## src/pio_pkg.sv

```systemverilog
// Constants, register map and carrier types for the port 3 / port 4 pin block.
// Assumes a 32-bit AXI4-Lite register bus with a 20-bit byte address.
package pio_pkg;

    // ==========================================================
    // Bus widths and responses
    localparam int          PIO_ADDR_W   = 20;
    localparam int          PIO_IDX_W    = 18;
    localparam logic [1:0]  PIO_RESP_OK  = 2'h0;
    localparam logic [1:0]  PIO_RESP_ERR = 2'h2;
    localparam logic [31:0] PIO_RD_ZERO  = 32'h0000_0000;

    // ==========================================================
    // Register indices; byte address is four times the index
    localparam logic [17:0] PIO_IDX_P4_DATA = 18'h0ffd7;
    localparam logic [17:0] PIO_IDX_P4_DIR  = 18'h0ffe7;
    localparam logic [17:0] PIO_IDX_P3_DATA = 18'h0ffd6;
    localparam logic [17:0] PIO_IDX_P3_DIR  = 18'h0ffe6;
    localparam logic [17:0] PIO_IDX_P3_PU   = 18'h0ffe0;
    localparam logic [17:0] PIO_IDX_P3_SEL  = 18'h0ffe1;

    // ==========================================================
    // Reset values and field layout
    localparam logic [7:0] PIO_P4_RESET    = 8'hf8;
    localparam logic [7:0] PIO_P3_RESET    = 8'h00;
    localparam logic [7:0] PIO_ALL_ONES    = 8'hff;
    localparam logic [7:0] PIO_P4_RW_MASK  = 8'h07;
    localparam int         PIO_P4_IN_BIT   = 3;
    localparam int         PIO_SEL_PWM     = 0;
    localparam int         PIO_SEL_CNTDIR  = 1;
    localparam int         PIO_SEL_RSTOUT  = 2;
    localparam int         PIO_SEL_EVHIGH  = 6;
    localparam int         PIO_SEL_EVLOW   = 7;

    // ==========================================================
    // Operating modes and pin carriers
    typedef enum logic [2:0] {
        PIO_MODE_ACTIVE,
        PIO_MODE_SUBACTIVE,
        PIO_MODE_SLEEP,
        PIO_MODE_SUBSLEEP,
        PIO_MODE_WATCH,
        PIO_MODE_STANDBY
    } pio_mode_t;

    typedef struct packed {
        logic [7:0] out;
        logic [7:0] oe;
        logic [7:0] pu;
    } pio_p3_drive_t;

    typedef struct packed {
        logic [2:0] out;
        logic [2:0] oe;
    } pio_p4_drive_t;

endpackage

```

## src/pio_port_regs.sv

```systemverilog
// Port 3 pin control and port 4 registers behind an AXI4-Lite slave.
// Assumes one clock, an active-low asynchronous reset, and pins that
// arrive asynchronously; the pad ring resolves pins from out/oe/pull-up.
//
// What this block does
// - Select bit hands pin to peripheral on pins 0, 1, 2, 6 and 7; bits 3 to 5 do nothing.
// - Input with pull-up bit enables pull-up.
// - Pull-up off whenever direction bit is one; pins 0 and 2 driven by peripheral keep it.
// - All port 3 pull-ups off after reset.
// - Pins float, hold or work per mode.
// - Standby pin with pull-up reads high.
// - Port 4 data register, read/write, H'F8.
// - Port 4 direction register, write-only, H'F8.
// - Port 4 read: outputs stored, inputs live.
// - Direction one is output, zero input.
// - Port 4 direction reads all ones.
`timescale 1ns/1ps

module pio_port_regs
    import pio_pkg::*;
(
    input  wire logic                  clk,
    input  wire logic                  rst_b,
    input  wire logic [PIO_ADDR_W-1:0] s_axi_awaddr,
    input  wire logic                  s_axi_awvalid,
    output logic                       s_axi_awready,
    input  wire logic [31:0]           s_axi_wdata,
    input  wire logic [3:0]            s_axi_wstrb,
    input  wire logic                  s_axi_wvalid,
    output logic                       s_axi_wready,
    output logic [1:0]                 s_axi_bresp,
    output logic                       s_axi_bvalid,
    input  wire logic                  s_axi_bready,
    input  wire logic [PIO_ADDR_W-1:0] s_axi_araddr,
    input  wire logic                  s_axi_arvalid,
    output logic                       s_axi_arready,
    output logic [31:0]                s_axi_rdata,
    output logic [1:0]                 s_axi_rresp,
    output logic                       s_axi_rvalid,
    input  wire logic                  s_axi_rready,
    input  wire pio_mode_t             power_mode,
    input  wire logic                  pwm_level,
    input  wire logic                  reset_out_level,
    input  wire logic [7:0]            p3_pin_in,
    input  wire logic [3:0]            p4_pin_in,
    output pio_p3_drive_t              p3_drive,
    output pio_p4_drive_t              p4_drive,
    output logic                       count_direction_input,
    output logic                       async_event_high_input,
    output logic                       async_event_low_input
);

    // ==========================================================
    // Address decode
    function automatic logic [1:0] pio_hit(input logic [PIO_ADDR_W-1:0] a);
        logic [PIO_IDX_W-1:0] idx;
        idx = a[PIO_ADDR_W-1:2];
        pio_hit = (idx == PIO_IDX_P4_DATA || idx == PIO_IDX_P4_DIR
                || idx == PIO_IDX_P3_DATA || idx == PIO_IDX_P3_DIR
                || idx == PIO_IDX_P3_PU   || idx == PIO_IDX_P3_SEL)
                ? PIO_RESP_OK : PIO_RESP_ERR;
    endfunction

    // ==========================================================
    // Pin synchronisers
    logic [7:0] p3_meta_reg;
    logic [7:0] p3_sync_reg;
    logic [3:0] p4_meta_reg;
    logic [3:0] p4_sync_reg;

    always_ff @(posedge clk or negedge rst_b)
    begin
        if (!rst_b)
        begin
            p3_meta_reg <= PIO_P3_RESET;
            p3_sync_reg <= PIO_P3_RESET;
            p4_meta_reg <= 4'h0;
            p4_sync_reg <= 4'h0;
        end
        else
        begin
            p3_meta_reg <= p3_pin_in;
            p3_sync_reg <= p3_meta_reg;
            p4_meta_reg <= p4_pin_in;
            p4_sync_reg <= p4_meta_reg;
        end
    end

    // ==========================================================
    // AXI4-Lite write path
    logic                  aw_full_reg;
    logic                  w_full_reg;
    logic [PIO_ADDR_W-1:0] aw_addr_reg;
    logic [31:0]           w_data_reg;
    logic                  w_lane0_reg;
    logic                  commit;
    logic [PIO_IDX_W-1:0]  wr_idx;

    assign commit = aw_full_reg && w_full_reg && !s_axi_bvalid;
    assign wr_idx = aw_addr_reg[PIO_ADDR_W-1:2];

    always_ff @(posedge clk or negedge rst_b)
    begin
        if (!rst_b)
        begin
            aw_full_reg   <= 1'b0;
            w_full_reg    <= 1'b0;
            aw_addr_reg   <= '0;
            w_data_reg    <= 32'h0000_0000;
            w_lane0_reg   <= 1'b0;
            s_axi_awready <= 1'b1;
            s_axi_wready  <= 1'b1;
            s_axi_bvalid  <= 1'b0;
            s_axi_bresp   <= PIO_RESP_OK;
        end
        else
        begin
            if (s_axi_awvalid && s_axi_awready)
            begin
                aw_full_reg   <= 1'b1;
                aw_addr_reg   <= s_axi_awaddr;
                s_axi_awready <= 1'b0;
            end
            if (s_axi_wvalid && s_axi_wready)
            begin
                w_full_reg   <= 1'b1;
                w_data_reg   <= s_axi_wdata;
                w_lane0_reg  <= s_axi_wstrb[0];
                s_axi_wready <= 1'b0;
            end
            if (commit)
            begin
                aw_full_reg  <= 1'b0;
                w_full_reg   <= 1'b0;
                s_axi_bvalid <= 1'b1;
                s_axi_bresp  <= pio_hit(aw_addr_reg);
            end
            if (s_axi_bvalid && s_axi_bready)
            begin
                s_axi_bvalid  <= 1'b0;
                s_axi_awready <= 1'b1;
                s_axi_wready  <= 1'b1;
            end
        end
    end

    // ==========================================================
    // Registers and their next values
    logic [7:0] p4_data_reg, p4_data_next;
    logic [7:0] p4_dir_reg, p4_dir_next;
    logic [7:0] p3_data_reg, p3_data_next;
    logic [7:0] p3_dir_reg, p3_dir_next;
    logic [7:0] p3_pu_reg, p3_pu_next;
    logic [7:0] p3_sel_reg, p3_sel_next;
    logic       wr_ok;

    // Only the low byte lane holds register bits; other lanes are ignored.
    assign wr_ok = commit && w_lane0_reg;

    always_comb
    begin
        p4_data_next = p4_data_reg;
        p4_dir_next  = p4_dir_reg;
        p3_data_next = p3_data_reg;
        p3_dir_next  = p3_dir_reg;
        p3_pu_next   = p3_pu_reg;
        p3_sel_next  = p3_sel_reg;
        if (wr_ok)
        begin
            case (wr_idx)
                PIO_IDX_P4_DATA: p4_data_next = (p4_data_reg & ~PIO_P4_RW_MASK)
                                              | (w_data_reg[7:0] & PIO_P4_RW_MASK);
                PIO_IDX_P4_DIR:  p4_dir_next  = (p4_dir_reg & ~PIO_P4_RW_MASK)
                                              | (w_data_reg[7:0] & PIO_P4_RW_MASK);
                PIO_IDX_P3_DATA: p3_data_next = w_data_reg[7:0];
                PIO_IDX_P3_DIR:  p3_dir_next  = w_data_reg[7:0];
                PIO_IDX_P3_PU:   p3_pu_next   = w_data_reg[7:0];
                PIO_IDX_P3_SEL:  p3_sel_next  = w_data_reg[7:0];
                default:         p3_sel_next  = p3_sel_reg;
            endcase
        end
    end

    always_ff @(posedge clk or negedge rst_b)
    begin
        if (!rst_b)
        begin
            p4_data_reg <= PIO_P4_RESET;
            p4_dir_reg  <= PIO_P4_RESET;
            p3_data_reg <= PIO_P3_RESET;
            p3_dir_reg  <= PIO_P3_RESET;
            p3_pu_reg   <= PIO_P3_RESET;
            p3_sel_reg  <= PIO_P3_RESET;
        end
        else
        begin
            p4_data_reg <= p4_data_next;
            p4_dir_reg  <= p4_dir_next;
            p3_data_reg <= p3_data_next;
            p3_dir_reg  <= p3_dir_next;
            p3_pu_reg   <= p3_pu_next;
            p3_sel_reg  <= p3_sel_next;
        end
    end

    // ==========================================================
    // AXI4-Lite read path
    logic [7:0]           rd_byte;
    logic [PIO_IDX_W-1:0] rd_idx;

    assign rd_idx = s_axi_araddr[PIO_ADDR_W-1:2];

    always_comb
    begin
        case (rd_idx)
            PIO_IDX_P4_DATA: rd_byte = {p4_data_reg[7:PIO_P4_IN_BIT+1],
                                        p4_sync_reg[PIO_P4_IN_BIT],
                                        (p4_data_reg[2:0] & p4_dir_reg[2:0])
                                        | (p4_sync_reg[2:0] & ~p4_dir_reg[2:0])};
            PIO_IDX_P4_DIR:  rd_byte = PIO_ALL_ONES;
            PIO_IDX_P3_DATA: rd_byte = (p3_data_reg & p3_dir_reg)
                                     | (p3_sync_reg & ~p3_dir_reg);
            PIO_IDX_P3_DIR:  rd_byte = p3_dir_reg;
            PIO_IDX_P3_PU:   rd_byte = p3_pu_reg;
            PIO_IDX_P3_SEL:  rd_byte = p3_sel_reg;
            default:         rd_byte = PIO_P3_RESET;
        endcase
    end

    always_ff @(posedge clk or negedge rst_b)
    begin
        if (!rst_b)
        begin
            s_axi_arready <= 1'b1;
            s_axi_rvalid  <= 1'b0;
            s_axi_rdata   <= PIO_RD_ZERO;
            s_axi_rresp   <= PIO_RESP_OK;
        end
        else if (s_axi_arvalid && s_axi_arready)
        begin
            s_axi_arready <= 1'b0;
            s_axi_rvalid  <= 1'b1;
            s_axi_rdata   <= {24'h000000, rd_byte};
            s_axi_rresp   <= pio_hit(s_axi_araddr);
        end
        else if (s_axi_rvalid && s_axi_rready)
        begin
            s_axi_rvalid  <= 1'b0;
            s_axi_arready <= 1'b1;
        end
    end

    // ==========================================================
    // Pin drive
    // Drive is computed from the next register values so that a new select
    // or direction reaches the pin at the very edge that stores it, while
    // the pins still come straight from flip-flops.
    pio_p3_drive_t p3_next;
    pio_p4_drive_t p4_next;

    always_comb
    begin
        p3_next.out = p3_data_next;
        p3_next.oe  = p3_dir_next;
        p3_next.oe[PIO_SEL_CNTDIR] = p3_dir_next[PIO_SEL_CNTDIR]
                                   && !p3_sel_next[PIO_SEL_CNTDIR];
        p3_next.oe[PIO_SEL_EVHIGH] = p3_dir_next[PIO_SEL_EVHIGH]
                                   && !p3_sel_next[PIO_SEL_EVHIGH];
        p3_next.oe[PIO_SEL_EVLOW]  = p3_dir_next[PIO_SEL_EVLOW]
                                   && !p3_sel_next[PIO_SEL_EVLOW];
        if (p3_sel_next[PIO_SEL_PWM])
        begin
            p3_next.oe[PIO_SEL_PWM]  = 1'b1;
            p3_next.out[PIO_SEL_PWM] = pwm_level;
        end
        if (p3_sel_next[PIO_SEL_RSTOUT])
        begin
            p3_next.oe[PIO_SEL_RSTOUT]  = 1'b1;
            p3_next.out[PIO_SEL_RSTOUT] = reset_out_level;
        end
        p3_next.pu  = p3_pu_next & ~p3_dir_next;
        p4_next.out = p4_data_next[2:0];
        p4_next.oe  = p4_dir_next[2:0];
    end

    always_ff @(posedge clk or negedge rst_b)
    begin
        if (!rst_b)
        begin
            p3_drive <= '0;
            p4_drive <= '0;
        end
        else
        begin
            case (power_mode)
                PIO_MODE_ACTIVE, PIO_MODE_SUBACTIVE:
                begin
                    p3_drive <= p3_next;
                    p4_drive <= p4_next;
                end
                PIO_MODE_STANDBY:
                begin
                    p3_drive.out <= '0;
                    p3_drive.oe  <= '0;
                    p3_drive.pu  <= p3_next.pu;
                    p4_drive     <= '0;
                end
                // Sleep, subsleep and watch keep the last drive.
                default:
                begin
                    p3_drive <= p3_drive;
                    p4_drive <= p4_drive;
                end
            endcase
        end
    end

    // ==========================================================
    // Peripheral inputs taken from port 3
    always_ff @(posedge clk or negedge rst_b)
    begin
        if (!rst_b)
        begin
            count_direction_input  <= 1'b0;
            async_event_high_input <= 1'b0;
            async_event_low_input  <= 1'b0;
        end
        else
        begin
            count_direction_input  <= p3_sel_reg[PIO_SEL_CNTDIR]
                                   && p3_sync_reg[PIO_SEL_CNTDIR];
            async_event_high_input <= p3_sel_reg[PIO_SEL_EVHIGH]
                                   && p3_sync_reg[PIO_SEL_EVHIGH];
            async_event_low_input  <= p3_sel_reg[PIO_SEL_EVLOW]
                                   && p3_sync_reg[PIO_SEL_EVLOW];
        end
    end

endmodule // pio_port_regs

```

## config.mk

```make
export PLATFORM = sky130hd
export DESIGN_NAME = pio_port_regs
export DESIGN_NICKNAME = d
export VERILOG_FILES = /design/src/pio_pkg.sv /design/src/pio_port_regs.sv
export SDC_FILE = /design/constraint.sdc
export NUM_CORES = 1
export LEC_CHECK = 0
export ABC_AREA = 0
export BUFFER_PORTS_ARGS = -buffer_cell sky130_fd_sc_hd__buf_4
export CAP_MARGIN = 40
export CORE_MARGIN = 4
export CORE_UTILIZATION = 56
export DETAILED_ROUTE_END_ITERATION = 7
export PLACE_DENSITY = 0.93
export SYNTH_ARGS = -nofsm -noshare
export SYNTH_HDL_FRONTEND = slang
export SYNTH_SLANG_ARGS = --single-unit
```

## constraint.sdc

```tcl
create_clock -name clk -period 6.3 [get_ports clk]
set_input_delay 0.315 -clock clk [delete_from_list [all_inputs] [get_ports clk]]
set_output_delay 0.315 -clock clk [all_outputs]
set_load 0.005 [all_outputs]
```

==> results of run 1 <==
stage by stage:
step                      hold slack (ps)  total power, mW  util, %  instance area [um2]  cells
after floorplan                      19.4             1.33        -                 6000    504
after global placement                335             1.46     66.2                 6800    717
after detailed placement              335             1.49     66.6                 6850    719
after CTS                            9.70             2.53     74.4                 7640    769
after global routing                 4.91             2.62     74.4                 7640    769
final                                18.2             2.53     74.4                 7640    769
final cells by class:
cell class | instances | area, um2
Clock inverter | 11 | 168
Sequential cell | 139 | 3480
Multi-Input combinational cell | 306 | 2200
Fill cell | 635 | 2630
Inverter | 18 | 67.6
Tap cell | 136 | 170
Clock buffer | 21 | 449
Timing Repair Buffer | 138 | 1110
worst min-delay path by stage:
| stage | from | endpoint | cells after the start |
|---|---|---|---|
| final | s_axi_awaddr[17] | aw_addr_reg[17] | 2 |
| after global routing | s_axi_awaddr[7] | aw_addr_reg[7] | 2 |
| after CTS | s_axi_awaddr[12] | aw_addr_reg[12] | 2 |
| after detailed placement | p4_meta_reg[2] | p4_sync_reg[2] | 0 |
| after global placement | p3_meta_reg[7] | p3_sync_reg[7] | 0 |
| after floorplan | rst_b | async_event_high_input | 0 |
kinds of logic after synthesis:
logic type | after synthesis
AOI/OAI and AO/OA | 86
other | 1
muxes | 65
DFF | 139
and+or+nand+nor | 129
buffers and inverters | 59
where the power goes:
part | total [mW] | switching [mW] | leakage (nW) | internal, mW
Clock | 1.03 | 0.370 | 0.298 | 0.663
Sequential | 1.16 | 0.132 | 1.80 | 1.03
Combinational | 0.335 | 0.145 | 1.59 | 0.190
Total | 2.53 | 0.647 | 3.69 | 1.88
cell usage in the layout (no fill, tap or decap), types with 4 or more instances in the layout:
cell type      count
a21oi_1           18
a22o_1            15
a31oi_1            6
and2_1             6
and3_1             5
buf_4            118
bufinv_16          4
clkbuf_16         16
conb_1            26
dfrtp_1          136
dlygate4sd3_1     18
inv_1             18
mux2_2            52
mux2i_1           13
nand2_1           41
nand2b_1           9
nand3_1           12
nand4_1            5
nor2_1            11
nor3_1             8
nor4_1             6
nor4b_1            5
nor4bb_1           4
o21ai_0           12
o31ai_2            8
routing by layer:
metal / global-route usage, % / part of all wire [%] / vias up / wire length (um)
met5: 0 / 0 / - / 0
met2: 39.7 / 48 / 246 / 7060
li1: - / - / 1962 / -
met3: 8.08 / 8.9 / 39 / 1290
met4: 7.47 / 2.1 / 0 / 310
met1: 31.9 / 41 / 2240 / 5940
synth_stat cells, drive strengths merged, types with 3 or more instances:
| cell | count | area [um2] |
|---|---|---|
| nor4b | 6 | 58.8 |
| nand3 | 12 | 60.1 |
| dfstp | 3 | 78.8 |
| o31ai | 11 | 123 |
| o21ai | 12 | 60.1 |
| dfrtp | 136 | 3400 |
| nor4 | 8 | 71.3 |
| nand2b | 9 | 56.3 |
| mux2i | 13 | 130 |
| a31oi | 6 | 37.5 |
| nand4 | 5 | 31.3 |
| nand2 | 41 | 154 |
| nor2 | 12 | 45.0 |
| a21oi | 18 | 90.1 |
| mux2 | 52 | 586 |
| and3 | 5 | 31.3 |
| inv | 18 | 67.6 |
| nor4bb | 4 | 40.0 |
| nor3 | 8 | 40.0 |
| clkbuf | 15 | 56.3 |
| and2 | 6 | 37.5 |
| a22o | 15 | 131 |
| a22oi | 3 | 22.5 |
| a32o | 3 | 30.0 |
| buf | 26 | 195 |
==> flow_metrics.tcl, run 1 <==
set metrics [dict create \
    status "complete, no violations" \
    drv_cap 0 \
    finalClockSkew_ps 7.86 \
    critPathCapture "p3_drive[18]" \
    cts_tree "yes" \
    vias_per_cell 5.83 \
    gp_congestion 0.833 \
    worst-setup-path-type "reg -> reg" \
    fin_crit_sh_pct 40.5 \
    worst-path-buf-inv 0 \
    cp_top_family "simple AND/OR/NAND/NOR gates" \
    largest_reg_flops 24 \
    wire_per_inst_um 19.0 \
    cts_sinks 139 \
    synth_area_per_cell_um2 12.3 \
    synth_xor_area_share_pct 0 \
    cts_buffer_depth 2 \
    initial_core_util_pct 57.4 \
    die_h_um 111 \
    synth_fa_ha_area_share_pct 0 \
    num_rows 37 \
    grt_overflow 0 \
    max_slew.worst_pin.slew_ps 866 \
    clk_pin_slew_ps 60 \
    synth-compound-area-share_pct 11.0 \
    nNetsFinal 720 \
    die_area_um2 12200 \
    drive_gt1_share_pct 34.8 \
    cts_resized 0 \
    grt_max_degree 64 \
    rsz0062_at_grt "false" \
    yosys.cell_types.count 53 \
    slew_headroom_pct 41.8 \
    regToRegStartpoint "s_axi_bvalid" \
    synthSimpleGateAreaFrac_pct 12.5 \
    final.setup.worst_slack_ps 3750 \
    die_w_um 111 \
    totalWireLength_um 14600 \
    postSynth.asyncResetShare_pct 100 \
    cts_root_buf "clkbuf_8" \
    power.leakage_nw 3.69 \
    power_density_nw_per_um2 330 \
    dp_slack_ps 3850 \
    yosys_register_bits 139 \
    postCtsHoldBufs 18 \
    r2r_slack_ps 3750 \
    max_stage_delay_ps 470 \
    synth_flop_cell "dfrtp_1" \
    crit_chain "nand4b_1 > nor4_2 > nand2_1 > mux2_2 > a221o_1" \
    hold_viol 0 \
    synthCells 479 \
    critical_path_depth 5 \
    grt_pass1_wl_um 24100 \
    r2r_cells 5 \
    finalSetupViolations 0 \
    synth_top_family_by_area "simple AND/OR/NAND/NOR gates" \
    design.core.area_um2 10300 \
    cts_setup_buffers 0 \
    muxShareOfSynthArea_pct 12.1 \
    ctsHtreeMaxLevel 4 \
    ys_warn_count 0 \
    max_freq_mhz 392 \
    crit_fanout 8 \
    hold_class "in -> reg" \
    numCtsBuffers 17 \
    grt_pass1_vias 4724 \
    synth_sequential_area_ratio_pct 59.0 \
    worst_setup_path_end_kind "flop" \
    cp-start-kind "flop" \
    ir_drop_v 0.000240 \
    antennaDiodeCount 0 \
    hpwl_um 9870 \
    synth_area_um2 5900 \
    ant_nets 0 \
    crit_path_start "s_axi_bvalid" \
    drv_slew 0 \
    io_pins 174 \
    worstPathRequired_ps 6710 \
    cpMaxStageDelayCell "nor4_2" \
    synth-edff-count 0 \
    setup_tns_ps 0 \
    area_growth_pct 29.5 \
    antenna_found_initial 0 \
    dr.pass1.iters 5 \
    vias 4487 \
    clk_latency_ps 530 \
    drtIter0Drc 365 \
    min_period_ps 2550 \
    port_buffers 116 \
    drc_errors 0 \
    r2r-end "p3_drive[18]" \
    grt.total_usage_pct 24.6 \
    critPathArrivalTime_ps 2960 \
]
Power figures use the tool's default switching activity.
==> run 2, diff against run 1 <==
--- a/config.mk
+++ b/config.mk
@@ -9,9 +9,9 @@
 export BUFFER_PORTS_ARGS = -buffer_cell sky130_fd_sc_hd__buf_4
 export CAP_MARGIN = 40
 export CORE_MARGIN = 4
-export CORE_UTILIZATION = 56
+export CORE_UTILIZATION = 47
 export DETAILED_ROUTE_END_ITERATION = 7
-export PLACE_DENSITY = 0.93
+export PLACE_DENSITY = 0.84
 export SYNTH_ARGS = -nofsm -noshare
 export SYNTH_HDL_FRONTEND = slang
 export SYNTH_SLANG_ARGS = --single-unit
==> constraint.sdc (replaced) <==
create_clock -name clk -period 2.05 [get_ports clk]
set_input_delay 0.1025 -clock clk [delete_from_list [all_inputs] [get_ports clk]]
set_output_delay 0.1025 -clock clk [all_outputs]
set_load 0.005 [all_outputs]
==> run 2 against run 1 <==
  * The flow now finishes with violations (negative setup slack)
  * Sequential cell count did not move
  * Register-to-register slack got worse by 3900 ps
  * Clock power rose to 2.8 times the previous value
  * Largest power group unchanged
  * Hold slack better by 34 ps
  * Sequential share of layout area decreased by 4.2 points
  * Total power rose to 3.2 times the previous value
  * Cell count up 12%
  * First-iteration DRC count shrank 17%
  * Clock-buffer cell count unchanged
  * Wire length grew 12%
  * Utilization is 5.2 points lower
==> flow_metrics.tcl, run 2 (synthesis results as in run 1) <==
set metrics [dict create \
    critPathArrivalTime_ps 2490 \
    initial_core_util_pct 48.5 \
    place_area_um2 7080 \
    ir_drop_v 0.000646 \
    grt_overflow 0 \
    fin_area_um2 8410 \
    fin_crit_sh_pct 106 \
    hpwl_um 10700 \
    ant_nets 0 \
    status "complete, but fails checks" \
    io_pins 174 \
    r2r_slack_ps -130 \
    cp-start-kind "flop" \
    final.setup.worst_slack_ps -129 \
    area_growth_pct 42.5 \
    cp_common_cell "buf_4" \
    regToRegStartpoint "aw_addr_reg[11]" \
    worst-setup-path-type "reg -> reg" \
    die_h_um 120 \
    antennaDiodeCount 0 \
    crit_chain "nand4_1 > buf_4 > nor4_1 > nand2_2 > buf_4 > mux2_2 > a22o_1" \
    hold_viol 0 \
    power_density_nw_per_um2 947 \
    max_stage_delay_ps 350 \
    dp_slack_ps -121 \
    finalSetupViolations 32 \
    postLayoutCoreUtil_pct 69.2 \
    r2r_cells 7 \
    cts_sinks 139 \
    p_switching_mw 2.22 \
    hold_class "in -> reg" \
    worst_setup_path_end_kind "flop" \
    cts_buffer_depth 2 \
    final_cells 864 \
    num_rows 40 \
    clk_pin_slew_ps 60 \
    die_w_um 120 \
    gp_congestion 0.877 \
    grt_pass1_vias 4917 \
    grt_pass1_wl_um 25100 \
    swShare_pct 27.9 \
    rsz0062_at_grt "true" \
    design.core.area_um2 12200 \
    ctsHtreeMaxLevel 4 \
    min_period_ps 2180 \
    largest_reg_flops 24 \
    vias_per_cell 5.45 \
    pwr-share-seq_pct 45.8 \
    crit_path_start "aw_addr_reg[11]" \
    clkPwrFrac_pct 36.8 \
    max_freq_mhz 459 \
    p_int_mw 5.75 \
    min_from "pwm_level" \
    drv_cap 0 \
    finalClockSkew_ps 9.88 \
    final_cell_mix "buf_4 (149), dfrtp_1 (136), mux2_2 (49), dlygate4sd3_1 (48), nand2_1 (39)" \
    nNetsFinal 783 \
    die_area_um2 14400 \
    power.leakage_nw 4.01 \
    worstPathRequired_ps 2360 \
    r2r-end "p3_drive[20]" \
    drive_gt1_share_pct 39.7 \
    drv_slew 0 \
    slew_headroom_pct 47.1 \
    totalWireLength_um 16300 \
    dr.pass1.iters 5 \
    numCtsBuffers 17 \
    violations "negative setup slack" \
    critPathCapture "p3_drive[20]" \
    drc_errors 0 \
    port_buffers 116 \
    crit_fanout 5 \
    grt_max_degree 57 \
    wire_per_inst_um 18.9 \
    drtIter0Drc 304 \
    cpMaxStageDelayCell "nor4_1" \
    final_common_cell "buf_4" \
    max_slew.worst_pin.slew_ps 791 \
    post-place-cells 777 \
    cts_tree "yes" \
    vias 4708 \
    setup_tns_ps -1730 \
    antenna_found_initial 0 \
    grt.total_usage_pct 22.4 \
    power_frac_comb_pct 17.4 \
    cts_root_buf "clkbuf_16" \
    clk_latency_ps 420 \
]
-- run 2: cell types whose count changed in the layout (fill, tap and decap cells not counted), sizes merged --
cell / delta
buf: +33
dlygate4sd3: +30
bufinv: -3
clkinvlp: +2
clkinv: +1
-- run 2: power by group through the flow --
stage                     Sequential (mW)  Clock (mW)  Combinational [mW]
after floorplan                      3.46           0               0.617
after global placement               3.52           0                1.04
after detailed placement             3.57           0                1.10
after CTS                            3.55        2.96                1.20
after global routing                 3.70        3.12                1.50
final                                3.65        2.93                1.39
-- run 2: final cells by class --
cell class | instances | area [um2]
repair buffers | 201 | 1660
flip-flops and latches | 139 | 3480
multi-input cells | 306 | 2420
fillers | 806 | 3750
well taps | 168 | 210
inverters | 18 | 67.6
clock inverters | 11 | 93.8
clock buffers | 21 | 480
-- run 2: worst min path at each step --
stage,slack (ps),depth (start not counted),to
6_report,50,4,p3_drive[16]
3_5_place_dp,150,1,aw_addr_reg[11]
4_1_cts,40,4,p3_drive[16]
3_3_place_gp,140,1,aw_addr_reg[13]
2_1_floorplan,-190,0,async_event_high_input
5_1_grt,80,4,p3_drive[16]
-- run 2: worst max-delay path, delay by kind of cell, from the launching register on --
family,cells,cell delay (ps)
buffers and inverters,2,460
muxes,1,300
and+or+nand+nor,3,770
AOI/OAI and AO/OA,1,210
DFF,1,340
-- run 2: what timing repair did --
| action | in CTS | in global routing |
|---|---|---|
| setup endpoints to repair | 21 | 45 |
| setup buffers | 0 | 7 |
| hold buffers | 48 | 0 |
| gates resized for setup | 7 | 33 |
| pin swaps | 0 | 13 |
| hold endpoints to repair | 86 | 0 |
| gates cloned | 0 | 0 |
-- run 2: per-stage QoR --
stage	power, mW	hold WS, ps
CTS	7.71	36.0
floorplan	4.08	-193
finish	7.97	52.1
global route	8.31	80.2
detailed placement	4.67	148
global placement	4.56	139
-- run 2: routing by layer --
layer	vias up	global-route usage, %	share of wire [%]
met5	-	0	0
met4	0	8.95	2.6
met3	42	8.11	8.1
met2	210	37.3	51
met1	2355	26.5	38
li1	2101	-	-
